[config.mk]
export PLATFORM = sky130hd
export DESIGN_NAME = alu_and_branch_exec
export DESIGN_NICKNAME = d
export VERILOG_FILES = /design/src/rtl/alu_add8.v /design/src/rtl/alu_and_branch_exec.v
export VERILOG_INCLUDE_DIRS = /design/src /design/src/rtl
export SDC_FILE = /design/constraint.sdc
export NUM_CORES = 1
export LEC_CHECK = 0
export BUFFER_PORTS_ARGS = -buffer_cell sky130_fd_sc_hd__clkbuf_2
export CORE_MARGIN = 4
export CORE_UTILIZATION = 50
export CTS_BUF_LIST = sky130_fd_sc_hd__clkbuf_8
export CTS_CLUSTER_SIZE = 30
export DETAILED_ROUTE_END_ITERATION = 7
export PLACE_DENSITY = 0.75
export SYNTH_ARGS = -nofsm -noshare
export SYNTH_HDL_FRONTEND = slang
export SYNTH_SLANG_ARGS = --single-unit
[constraint.sdc]
create_clock -name i_core_clk -period 10.2 [get_ports i_core_clk]
set_input_delay 2.55 -clock i_core_clk [delete_from_list [all_inputs] [get_ports i_core_clk]]
set_output_delay 2.55 -clock i_core_clk [all_outputs]
set_load 0.01 [all_outputs]
[src/rtl/alu_exec_consts.vh]
// constants for the alu and branch execution block
// assumes one core clock; included by bare name
`ifndef ALU_EXEC_CONSTS_VH
`define ALU_EXEC_CONSTS_VH

// status flag bit positions
`define F_C 0
`define F_Z 1
`define F_N 2
`define F_V 3
`define F_S 4
`define F_H 5
`define F_T 6
`define F_I 7

// operation codes from the decoder
`define OP_ADD      6'h00
`define OP_ADC      6'h01
`define OP_SUB      6'h02
`define OP_SBC      6'h03
`define OP_AND      6'h04
`define OP_OR       6'h05
`define OP_EOR      6'h06
`define OP_SETM     6'h07
`define OP_CLRM     6'h08
`define OP_TEST     6'h09
`define OP_CP       6'h0A
`define OP_CPC      6'h0B
`define OP_ADDW     6'h0C
`define OP_SUBW     6'h0D
`define OP_REL_JUMP 6'h0E
`define OP_PJMP     6'h0F
`define OP_REL_CALL 6'h10
`define OP_PCALL    6'h11
`define OP_CPSKIP   6'h12
`define OP_SK_RCLR  6'h13
`define OP_SK_RSET  6'h14
`define OP_SK_ICLR  6'h15
`define OP_SK_ISET  6'h16
`define OP_BR_FSET  6'h17
`define OP_BR_FCLR  6'h18
`define OP_BR_EQ    6'h19
`define OP_BR_NE    6'h1A
`define OP_BR_CS    6'h1B
`define OP_BR_CC    6'h1C
`define OP_BR_SH    6'h1D
`define OP_BR_LO    6'h1E
`define OP_BR_MI    6'h1F
`define OP_BR_PL    6'h20
`define OP_BR_GE    6'h21
`define OP_BR_LT    6'h22
`define OP_BR_HS    6'h23
`define OP_BR_HC    6'h24
`define OP_BR_TS    6'h25
`define OP_BR_TC    6'h26
`define OP_BR_VS    6'h27
`define OP_BR_VC    6'h28
`define OP_BR_IE    6'h29
`define OP_BR_ID    6'h2A

// cycle counts
`define CYC_ONE   2'h1
`define CYC_TWO   2'h2
`define CYC_THREE 2'h3

// reset values
`define RST_BYTE  8'h00
`define RST_WORD  16'h0000
`define RST_CNT   2'h0

`endif

[src/rtl/alu_add8.v]
// 8-bit adder and subtractor with carry, half carry and overflow
// assumes purely combinational use inside the execution block
`timescale 1ns/10ps
`default_nettype none

module alu_add8
(
	// operands
	input  wire [7:0] i_a,
	input  wire [7:0] i_b,
	input  wire       i_cin,
	input  wire       i_sub,
	// results
	output wire [7:0] o_res,
	output wire       o_carry,
	output wire       o_half,
	output wire       o_ovf
);

	wire [7:0] b_eff;
	wire       c_eff;
	wire [8:0] full_sum;
	wire [4:0] low_sum;

	// subtract as a plus inverted b plus inverted borrow
	assign b_eff    = i_sub ? ~i_b : i_b;
	assign c_eff    = i_sub ? ~i_cin : i_cin;
	assign full_sum = {1'b0, i_a} + {1'b0, b_eff} + {8'h00, c_eff};
	assign low_sum  = {1'b0, i_a[3:0]} + {1'b0, b_eff[3:0]}
		+ {4'h0, c_eff};

	assign o_res   = full_sum[7:0];
	// borrow is the inverted carry out
	assign o_carry = full_sum[8] ^ i_sub;
	assign o_half  = low_sum[4] ^ i_sub;
	assign o_ovf   = (i_a[7] == b_eff[7]) && (full_sum[7] != i_a[7]);

endmodule // alu_add8

`default_nettype wire

[src/rtl/alu_and_branch_exec.v]
// execution of arithmetic, logic, compare, skip and branch operations
// assumes a decoder that hands over operands and a register file,
// status flags and program counter that take the registered results
`timescale 1ns/10ps
`default_nettype none
`include "alu_exec_consts.vh"

module alu_and_branch_exec
(
	// clock and reset
	input  wire        i_core_clk,
	input  wire        i_srst,
	// request from decoder
	input  wire        i_start,
	input  wire [5:0]  i_op,
	input  wire [7:0]  i_opa,
	input  wire [7:0]  i_opb,
	input  wire [7:0]  i_opa_hi,
	input  wire [5:0]  i_word_k,
	input  wire [11:0] i_offset,
	input  wire [2:0]  i_flag_sel,
	input  wire [2:0]  i_bit_sel,
	input  wire [7:0]  i_io_val,
	input  wire        i_next_long,
	// core state
	input  wire [15:0] i_pc,
	input  wire [15:0] i_z_ptr,
	input  wire [7:0]  i_status,
	// handshake
	output reg         o_busy,
	output reg         o_done,
	// register file
	output reg         o_rd_we,
	output reg  [7:0]  o_rd_data,
	output reg         o_pair_we,
	output reg  [15:0] o_pair_data,
	// status flags
	output reg         o_status_we,
	output reg  [7:0]  o_status,
	// program counter and stack
	output reg  [15:0] o_pc,
	output reg         o_push_we,
	output reg  [15:0] o_push_data
);

	// ************************************************************
	// functions
	// ************************************************************

	// flags of an arithmetic result
	function [7:0] arith_flags;
		input [7:0] old;
		input [7:0] res;
		input       c;
		input       h;
		input       v;
		input       chain;
		reg   [7:0] f;
		begin
			f = old;
			f[`F_C] = c;
			f[`F_Z] = (res == 8'h00) & (~chain | old[`F_Z]);
			f[`F_N] = res[7];
			f[`F_V] = v;
			f[`F_H] = h;
			arith_flags = f;
		end
	endfunction

	// flags of a logic result, carry and half carry kept
	function [7:0] logic_flags;
		input [7:0] old;
		input [7:0] res;
		reg   [7:0] f;
		begin
			f = old;
			f[`F_Z] = (res == 8'h00);
			f[`F_N] = res[7];
			f[`F_V] = 1'b0;
			logic_flags = f;
		end
	endfunction

	// relative target pc plus offset plus one
	function [15:0] rel_target;
		input [15:0] pc;
		input [11:0] off;
		begin
			rel_target = pc + {{4{off[11]}}, off} + 16'h0001;
		end
	endfunction

	// condition of every branch form
	function branch_hit;
		input [5:0] op;
		input [2:0] sel;
		input [7:0] f;
		begin
			case (op)
				`OP_BR_FSET: branch_hit = f[sel];
				`OP_BR_FCLR: branch_hit = ~f[sel];
				`OP_BR_EQ:   branch_hit = f[`F_Z];
				`OP_BR_NE:   branch_hit = ~f[`F_Z];
				`OP_BR_CS:   branch_hit = f[`F_C];
				`OP_BR_CC:   branch_hit = ~f[`F_C];
				`OP_BR_SH:   branch_hit = ~f[`F_C];
				`OP_BR_LO:   branch_hit = f[`F_C];
				`OP_BR_MI:   branch_hit = f[`F_N];
				`OP_BR_PL:   branch_hit = ~f[`F_N];
				`OP_BR_GE:   branch_hit = ~(f[`F_N] ^ f[`F_V]);
				`OP_BR_LT:   branch_hit = f[`F_N] ^ f[`F_V];
				`OP_BR_HS:   branch_hit = f[`F_H];
				`OP_BR_HC:   branch_hit = ~f[`F_H];
				`OP_BR_TS:   branch_hit = f[`F_T];
				`OP_BR_TC:   branch_hit = ~f[`F_T];
				`OP_BR_VS:   branch_hit = f[`F_V];
				`OP_BR_VC:   branch_hit = ~f[`F_V];
				`OP_BR_IE:   branch_hit = f[`F_I];
				`OP_BR_ID:   branch_hit = ~f[`F_I];
				default:     branch_hit = 1'b0;
			endcase
		end
	endfunction

	// ************************************************************
	// adder
	// ************************************************************

	wire       add_sub;
	wire       add_cin;
	wire [7:0] add_res;
	wire       add_c;
	wire       add_h;
	wire       add_v;

	assign add_sub = (i_op == `OP_SUB) || (i_op == `OP_SBC)
		|| (i_op == `OP_CP) || (i_op == `OP_CPC);
	assign add_cin = ((i_op == `OP_ADC) || (i_op == `OP_SBC)
		|| (i_op == `OP_CPC)) & i_status[`F_C];

	alu_add8 u_add8
	(
		.i_a     (i_opa),
		.i_b     (i_opb),
		.i_cin   (add_cin),
		.i_sub   (add_sub),
		.o_res   (add_res),
		.o_carry (add_c),
		.o_half  (add_h),
		.o_ovf   (add_v)
	);

	// ************************************************************
	// word arithmetic
	// ************************************************************

	wire [15:0] pair_in;
	wire [15:0] pair_add;
	wire [15:0] pair_sub;

	assign pair_in  = {i_opa_hi, i_opa};
	assign pair_add = pair_in + {10'h000, i_word_k};
	assign pair_sub = pair_in - {10'h000, i_word_k};

	// ************************************************************
	// next values
	// ************************************************************

	wire [15:0] pc_inc;
	wire [15:0] pc_rel;
	wire [15:0] pc_skip;

	assign pc_inc  = i_pc + 16'h0001;
	assign pc_rel  = rel_target(i_pc, i_offset);
	assign pc_skip = i_pc + (i_next_long ? 16'h0003 : 16'h0002);

	reg  [7:0]  rd_nxt;
	reg         rd_we_nxt;
	reg  [15:0] pair_nxt;
	reg         pair_we_nxt;
	reg  [7:0]  status_nxt;
	reg         status_we_nxt;
	reg  [15:0] pc_nxt;
	reg         push_we_nxt;
	reg  [1:0]  cyc_nxt;
	reg         skip_c;
	reg  [15:0] wres_c;
	reg         wneg_c;

	always @*
	begin
		rd_nxt      = i_opa;
		rd_we_nxt   = 1'b0;
		pair_nxt    = pair_in;
		pair_we_nxt = 1'b0;
		status_nxt    = i_status;
		status_we_nxt = 1'b0;
		pc_nxt      = pc_inc;
		push_we_nxt = 1'b0;
		cyc_nxt     = `CYC_ONE;
		skip_c      = 1'b0;
		wres_c      = pair_add;
		wneg_c      = 1'b0;
		case (i_op)
			`OP_ADD, `OP_ADC:
			begin
				rd_nxt        = add_res;
				rd_we_nxt     = 1'b1;
				status_nxt    = arith_flags(i_status, add_res, add_c,
					add_h, add_v, 1'b0);
				status_we_nxt = 1'b1;
			end
			`OP_SUB, `OP_SBC:
			begin
				rd_nxt        = add_res;
				rd_we_nxt     = 1'b1;
				status_nxt    = arith_flags(i_status, add_res, add_c,
					add_h, add_v, i_op == `OP_SBC);
				status_we_nxt = 1'b1;
			end
			`OP_CP, `OP_CPC:
			begin
				status_nxt    = arith_flags(i_status, add_res, add_c,
					add_h, add_v, i_op == `OP_CPC);
				status_we_nxt = 1'b1;
			end
			`OP_AND, `OP_OR, `OP_EOR:
			begin
				if (i_op == `OP_AND)
					rd_nxt = i_opa & i_opb;
				else if (i_op == `OP_OR)
					rd_nxt = i_opa | i_opb;
				else
					rd_nxt = i_opa ^ i_opb;
				rd_we_nxt     = 1'b1;
				status_nxt    = logic_flags(i_status, rd_nxt);
				status_we_nxt = 1'b1;
			end
			`OP_SETM, `OP_CLRM:
			begin
				if (i_op == `OP_SETM)
					rd_nxt = i_opa | i_opb;
				else
					rd_nxt = i_opa & ~i_opb;
				rd_we_nxt     = 1'b1;
				status_nxt    = logic_flags(i_status, rd_nxt);
				status_we_nxt = 1'b1;
			end
			`OP_TEST:
			begin
				rd_nxt        = i_opa & i_opa;
				status_nxt    = logic_flags(i_status, rd_nxt);
				status_we_nxt = 1'b1;
			end
			`OP_ADDW, `OP_SUBW:
			begin
				if (i_op == `OP_ADDW)
				begin
					wres_c = pair_add;
					wneg_c = 1'b0;
				end
				else
				begin
					wres_c = pair_sub;
					wneg_c = 1'b1;
				end
				pair_nxt    = wres_c;
				pair_we_nxt = 1'b1;
				status_nxt[`F_Z] = (wres_c == 16'h0000);
				status_nxt[`F_N] = wres_c[15];
				status_nxt[`F_V] = wneg_c ? (i_opa_hi[7] & ~wres_c[15])
					: (~i_opa_hi[7] & wres_c[15]);
				status_nxt[`F_C] = wneg_c ? (wres_c[15] & ~i_opa_hi[7])
					: (~wres_c[15] & i_opa_hi[7]);
				status_nxt[`F_S] = status_nxt[`F_N] ^ status_nxt[`F_V];
				status_we_nxt = 1'b1;
				cyc_nxt     = `CYC_TWO;
			end
			`OP_REL_JUMP, `OP_PJMP:
			begin
				pc_nxt  = (i_op == `OP_REL_JUMP) ? pc_rel : i_z_ptr;
				cyc_nxt = `CYC_TWO;
			end
			`OP_REL_CALL, `OP_PCALL:
			begin
				pc_nxt      = (i_op == `OP_REL_CALL) ? pc_rel : i_z_ptr;
				push_we_nxt = 1'b1;
				cyc_nxt     = `CYC_THREE;
			end
			`OP_CPSKIP:
				skip_c = (i_opa == i_opb);
			`OP_SK_RCLR, `OP_SK_RSET:
				skip_c = i_opa[i_bit_sel] == (i_op == `OP_SK_RSET);
			`OP_SK_ICLR, `OP_SK_ISET:
				skip_c = i_io_val[i_bit_sel] == (i_op == `OP_SK_ISET);
			default:
			begin
				// relative branch taken
				if (branch_hit(i_op, i_flag_sel, i_status))
				begin
					pc_nxt  = pc_rel;
					cyc_nxt = `CYC_TWO;
				end
			end
		endcase
		if (skip_c)
		begin
			pc_nxt  = pc_skip;
			cyc_nxt = i_next_long ? `CYC_THREE : `CYC_TWO;
		end
	end

	// ************************************************************
	// sequencing and output registers
	// ************************************************************

	reg  [1:0]  cnt_r;
	reg         rd_we_r;
	reg         pair_we_r;
	reg         status_we_r;
	reg         push_we_r;

	always @(posedge i_core_clk)
	begin
		if (i_srst)
		begin
			o_busy      <= 1'b0;
			o_done      <= 1'b0;
			o_rd_we     <= 1'b0;
			o_rd_data   <= `RST_BYTE;
			o_pair_we   <= 1'b0;
			o_pair_data <= `RST_WORD;
			o_status_we <= 1'b0;
			o_status    <= `RST_BYTE;
			o_pc        <= `RST_WORD;
			o_push_we   <= 1'b0;
			o_push_data <= `RST_WORD;
			cnt_r       <= `RST_CNT;
			rd_we_r     <= 1'b0;
			pair_we_r   <= 1'b0;
			status_we_r <= 1'b0;
			push_we_r   <= 1'b0;
		end
		else
		begin
			o_done    <= 1'b0;
			o_rd_we   <= 1'b0;
			o_pair_we <= 1'b0;
			o_status_we <= 1'b0;
			o_push_we <= 1'b0;
			if (i_start && !o_busy)
			begin
				o_rd_data   <= rd_nxt;
				o_pair_data <= pair_nxt;
				o_status    <= status_nxt;
				o_pc        <= pc_nxt;
				o_push_data <= pc_inc;
				if (cyc_nxt == `CYC_ONE)
				begin
					o_done    <= 1'b1;
					o_rd_we   <= rd_we_nxt;
					o_pair_we <= pair_we_nxt;
					o_status_we <= status_we_nxt;
					o_push_we <= push_we_nxt;
				end
				else
				begin
					o_busy    <= 1'b1;
					cnt_r     <= cyc_nxt - `CYC_ONE;
					rd_we_r   <= rd_we_nxt;
					pair_we_r <= pair_we_nxt;
					status_we_r <= status_we_nxt;
					push_we_r <= push_we_nxt;
				end
			end
			else if (o_busy)
			begin
				cnt_r <= cnt_r - `CYC_ONE;
				// last cycle releases strobes
				if (cnt_r == `CYC_ONE)
				begin
					o_busy    <= 1'b0;
					o_done    <= 1'b1;
					o_rd_we   <= rd_we_r;
					o_pair_we <= pair_we_r;
					o_status_we <= status_we_r;
					o_push_we <= push_we_r;
				end
			end
		end
	end

endmodule // alu_and_branch_exec

`default_nettype wire

# Yosys cells after proc, flatten, opt, wreduce, memory -nomap -nowiden
# Index checks and enable logic that the tools add are counted.
[word_totals]
reg_bits = 76
inputBits = 106
out_inout_bits = 70
elab_cells = 216
[op_classes]
addsub = 12
n_lt_le_gt_ge = 2
n_eq_ne = 50
n_mux = 67
n_bitwise = 32
reduce_logical = 37
[op_table]
columns = ["op", "n"]
rows = [
  ["$mux 16", 7],
  ["$eq 6x5->1 const B", 16],
  ["$eq 6x6->1 const B", 11],
  ["$eq 6x4->1 const B", 8],
  ["$mux 8", 6],
  ["$pmux 16 s3", 1],
  ["$mux 1", 40],
  ["$pmux 5 s7", 1],
  ["$add 16x1->16 const B", 2],
  ["$logic_not 8->1", 4],
  ["$pmux 8 s4", 1],
  ["$and 8x8->8", 3],
  ["$eq 6x3->1 const B", 4],
  ["$reduce_or 23->1", 1],
  ["$reduce_or 2->1", 11],
  ["$reduce_or 19->1", 1],
  ["$pmux 1 s18", 1],
  ["$reduce_or 17->1", 1],
  ["$add 16x16->16", 1],
  ["$add 16x2->16", 1],
  ["$add 16x6->16", 1],
  ["$logic_not 16->1", 1],
  ["$sub 16x6->16", 1],
  ["$not 1->1", 15],
  ["other kinds (34)", 61],
]

# Depth between registers and ports, before layout
[depth]
ltp_word = 11
ltp_mapped = 17
depth_no_buf = 15

# Cells and area by module
# A second synthesis with hierarchy kept.
[hier_totals]
hier_cells = 1022
area_unflattened_um2 = 7669.9
[modules_own_cells]
columns = ["mod", "n_inst", "cells_each", "area_per_inst_um2", "seq_area_each_um2"]
rows = [
  ["alu_and_branch_exec", 1, 972, 7245.7, 1521.5],
  ["alu_add8", 1, 50, 424.2, 0.0],
]

# Least setup slack after synthesis
# Ideal clock, no wire load.
[synth_timing]
path_kind = "input port to flip-flop"
from = "in i_op[0]"
to = "reg o_status[0]"
setup_time_ns = 0.134
t_arrival_ns = 6.213
required_time_ns = 10.066
setup_slack_ns = 3.853
path_stages = 17
n_path_buf = 4
cell_sequence = "buf_2 buf_1 clkbuf_1 clkbuf_1 nand2_1 mux2i_1 nor3_1 fa_1 fa_1 a21o_1 a21oi_1 o21a_1 o21bai_1 a21oi_1 mux2_2 a221oi_1 a211oi_1"
[synth_between]
elab_chain_cells = 9
elab_cells_between_ends = 41
classes_between = "add/sub (2); eq/ne (13); mux (8); bitwise (6); reduce/logical (12)"
[synth_rtl]
columns = ["element", "line_no", "source"]
rows = [
  ["start, declared", "alu_and_branch_exec.v:15", "input wire [5:0] i_op,"],
  ["$eq 6x2->1 or $eq 6x1->1 (tied branches)", "-", ""],
  ["$logic_or 1x1->1 (on tied branches) (2 in series)", "alu_and_branch_exec.v:136, alu_and_branch_exec.v:138", ""],
  ["$logic_or 1x1->1 or $and 1x1->1 (tied branches)", "alu_and_branch_exec.v:136, alu_and_branch_exec.v:138", ""],
  ["$mux 8 or $not 1->1 (tied branches)", "alu_add8.v:26, alu_add8.v:27", ""],
  ["$add 8x8->9 or $mux 1 (tied branches)", "alu_add8.v:28, alu_add8.v:27", ""],
  ["$add 9x1->9", "alu_add8.v:28", "assign full_sum = {1'b0, i_a} + {1'b0, b_eff} + {8'h00, c_eff};"],
  ["$xor 1x1->1", "alu_add8.v:34", "assign o_carry = full_sum[8] ^ i_sub;"],
  ["$pmux 5 s7 *", "alu_and_branch_exec.v:204", "case (i_op)"],
  ["end signal, assigned", "alu_and_branch_exec.v:334", "o_status <= `RST_BYTE;"],
  ["end signal, assigned", "alu_and_branch_exec.v:355", "o_status <= status_nxt;"],
  ["end, declared", "alu_and_branch_exec.v:39", "output reg [7:0] o_status,"],
]
# Mark *: on every way between the ends. The rest lies on a longest branch, timed or not. The select of a mux whose other input is x is not followed.
# A chain may end at the register's enable or synchronous reset.

# Final worst setup path
[layout_timing]
from = "in i_op[0]"
to = "reg o_status[1]"
[layout_between]
elab_chain_cells = 10
elab_cells_between_ends = 49
classes_between = "add/sub (2); eq/ne (13); mux (10); bitwise (8); reduce/logical (16)"
[layout_rtl]
columns = ["element", "line_no", "source"]
rows = [
  ["$eq 6x2->1 or $eq 6x1->1 (tied branches)", "-", ""],
  ["$logic_or 1x1->1 (on tied branches) (2 in series)", "alu_and_branch_exec.v:136, alu_and_branch_exec.v:138", ""],
  ["$logic_or 1x1->1 or $and 1x1->1 (tied branches)", "alu_and_branch_exec.v:136, alu_and_branch_exec.v:138", ""],
  ["$mux 8 or $not 1->1 (tied branches)", "alu_add8.v:26, alu_add8.v:27", ""],
  ["$add 8x8->9 or $mux 1 (tied branches)", "alu_add8.v:28, alu_add8.v:27", ""],
  ["$add 9x1->9", "alu_add8.v:28", ""],
  ["$logic_not 8->1", "alu_and_branch_exec.v:62", "f[`F_Z] = (res == 8'h00) & (~chain | old[`F_Z]);"],
  ["$and 1x1->1", "alu_and_branch_exec.v:62", ""],
  ["$pmux 5 s7 *", "alu_and_branch_exec.v:204", ""],
]
# Marked as above.

==> flow_summary.json <==
{
  "rsz0062_at_grt": "no",
  "hp-class": "reg -> reg",
  "cts_tree": "built",
  "synth_edf_count": 0,
  "drv_slew": 0,
  "path_max_fanout": 45,
  "start_util_pct": 51.3,
  "setup_tns_ns": 0,
  "worst_ep_arrival_time_ns": 6.76,
  "via_per_inst": 6.24,
  "max_freq_mhz": 155,
  "pin_count": 176,
  "postRouteAntennaNets": 0,
  "place_congestion": 0.972,
  "area_growth_pct": 14.9,
  "final-setup-viol-count": 0,
  "maxSlewHeadroom_pct": 34.8,
  "status": "finished clean",
  "track_usage_pct": 30.8,
  "insertion_delay_ns": 0.39,
  "wl_um": 28300,
  "die_h_um": 133,
  "nNetsFinal": 1383,
  "syn_inst": 1079,
  "end_kind": "flip-flop",
  "grt_max_degree": 98,
  "htreeDepth": 3,
  "syn-num-nets": 1250,
  "hold_violations": 0,
  "synth_area_um2": 7860,
  "cts_root_buf": "clkbuf_8",
  "avgSynthCellArea_um2": 7.28,
  "drc": 0,
  "clock_sinks": 76,
  "cts_buffers": 9,
  "antenna_found_initial": 0,
  "async_flop_share_pct": 0,
  "post-route-min-period_ns": 6.47,
  "cts_resized": 0,
  "ys_seq_area_share_pct": 19.4,
  "worst_ir_drop_vdd_v": 0.0000635,
  "clk_transition_reported_paths_ns": 0.08,
  "vias": 8912,
  "fp.coreArea_um2": 15300,
  "grt-ovfl-total": 0,
  "synthDistinctLibCells": 79,
  "startpoint_type": "primary input",
  "fin_crit_sh_pct": 63.4,
  "ys.flop_type": "dfxtp_1",
  "worst_pin_slew_ns": 0.978,
  "dp_hpwl_um": 21800,
  "dpl_worst_slack_ns": 3.45,
  "drive_gt1_share_pct": 18.5,
  "p_leak_nw": 3.75,
  "routedWlPerCell_um": 19.8,
  "die_w_um": 133,
  "final_common_cell": "clkbuf_2",
  "finClkSkew_ns": 0.00977,
  "port-buffer-count": 175,
  "diodes": 0,
  "fp-row-count": 45,
  "ys_ff_latch": 76,
  "cts_hold_buf": 0,
  "fin_ws_ns": 3.73,
  "worstSetupPathType": "in -> reg",
  "design.die.area_um2": 17800,
  "grt_pass1_wl_um": 44200,
  "required_ns": 10.49,
  "grt_pass1_vias": 8294,
  "post_cts_buffers": 0,
  "power.density_nw_per_um2": 112,
  "first_pass_iters": 5,
  "cts_max_path_buffers": 2,
  "max-cap-violations": 0,
  "yosys_warnings": 0,
  "drt_iter0_drc": 911,
  "layout_common_cells": "clkbuf_2, nor2_1, nand2_1"
}
[through the flow]
| step | utilization [%] | instances | power, mW | instance area (um2) | hold WS [ns] |
|---|---|---|---|---|---|
| 6_report | 58.9 | 1428 | 1.01 | 9030 | 0.460 |
| 5_1_grt | 58.9 | 1428 | 1.07 | 9030 | 0.487 |
| 4_1_cts | 58.9 | 1428 | 1.01 | 9030 | 0.467 |
| 3_5_place_dp | 57.6 | 1412 | 0.754 | 8820 | 0.455 |
| 3_3_place_gp | 57.6 | 1412 | 0.750 | 8820 | 0.445 |
| 2_1_floorplan | - | 1079 | 0.614 | 7860 | 0.454 |
[critical path: stages]
cell and delay, ns:
clkbuf_2 0.52, or2_1 0.47, nor2_1 0.57, a31oi_1 0.21, ha_1 0.30, or3_4 0.41, or3_1 0.31, o211a_1 0.26
a21o_1 0.27, a211oi_4 0.33, xnor2_1 0.12, nand4bb_1 0.21, o41ai_2 0.21
[path summary, 6_finish.rpt]
| check | end | from | slack (ns) | depth (start not counted) |
|---|---|---|---|---|
| max reg2reg | o_rd_data[2] | o_busy | 7.77 | 5 |
| min reg2reg | o_push_data[1] | o_push_data[1] | 0.46 | 2 |
| max | o_status[1] | i_op[0] | 3.73 | 13 |
| min | o_push_data[1] | o_push_data[1] | 0.46 | 2 |
[where the power goes]
| part | internal [mW] | switching (mW) | total (mW) |
|---|---|---|---|
| Sequential | 0.325 | 0.0195 | 0.344 |
| Clock | 0.122 | 0.135 | 0.257 |
| Combinational | 0.158 | 0.253 | 0.410 |
[synth_stat cells (6+ instances only)]
library cell / instances / area, um2
a221oi_1: 13 / 114
xnor2_1: 44 / 385
mux4_2: 6 / 135
xor2_1: 24 / 210
or3_1: 11 / 68.8
a32oi_1: 8 / 70.1
mux2i_1: 11 / 110
a2111oi_0: 6 / 52.6
nor2_1: 145 / 544
a211oi_1: 41 / 308
nand2b_1: 14 / 87.6
or2_2: 6 / 37.5
a21o_1: 12 / 90.1
o22ai_1: 7 / 43.8
dfxtp_1: 76 / 1520
a21oi_1: 68 / 340
buf_1: 6 / 22.5
nor2b_1: 8 / 50.1
nand3_1: 30 / 150
o211ai_1: 15 / 113
ha_1: 61 / 763
nor4_1: 7 / 43.8
nand4_1: 10 / 62.6
and2_1: 8 / 50.1
clkbuf_1: 47 / 176
o21ai_1: 11 / 55.1
inv_1: 40 / 150
o21ai_0: 71 / 355
nor3_1: 32 / 160
buf_2: 6 / 30.0
o21a_1: 12 / 90.1
nand2_1: 101 / 379
a22oi_1: 6 / 45.0
nor3b_1: 6 / 45.0
a311oi_1: 16 / 140
a31oi_1: 12 / 75.1
[state kept, by name, summed over array words and instances (netlist names), 2 cells and up]
signal and cells:
o_push_data 16, o_status 8, o_pc 16, o_rd_data 8, cnt_r 2, o_pair_data 16
[final cells by class]
cell class | count | area, um2
inverter | 41 | 154
timing repair buffer | 182 | 928
multi-input combinational | 902 | 5950
fill | 1530 | 6290
clock inverter | 6 | 70.1
clock buffer | 10 | 138
tap | 211 | 264
sequential | 76 | 1520
[kinds of logic (layout without fill, tap and decap cells)]
group	after synthesis	in the layout	synth area share [%]
flip-flops	76	76	19.4
AO/OA/AOI/OAI	339	339	28.9
XOR/XNOR	68	68	7.58
AND/OR/NAND/NOR	409	409	24.7
multiplexers	21	21	3.69
buffers and inverters	101	239	5.02
adder cells (fa/ha/maj)	65	65	10.7
[per-layer routing]
metal	up-vias	GRT usage (%)	wire length (um)
met1	4093	39.7	11500
met4	0	14.3	1350
met3	102	4.57	2360
met2	461	51.0	13100
li1	4256	-	-
met5	-	0	0
Power figures use the tool's default switching activity.
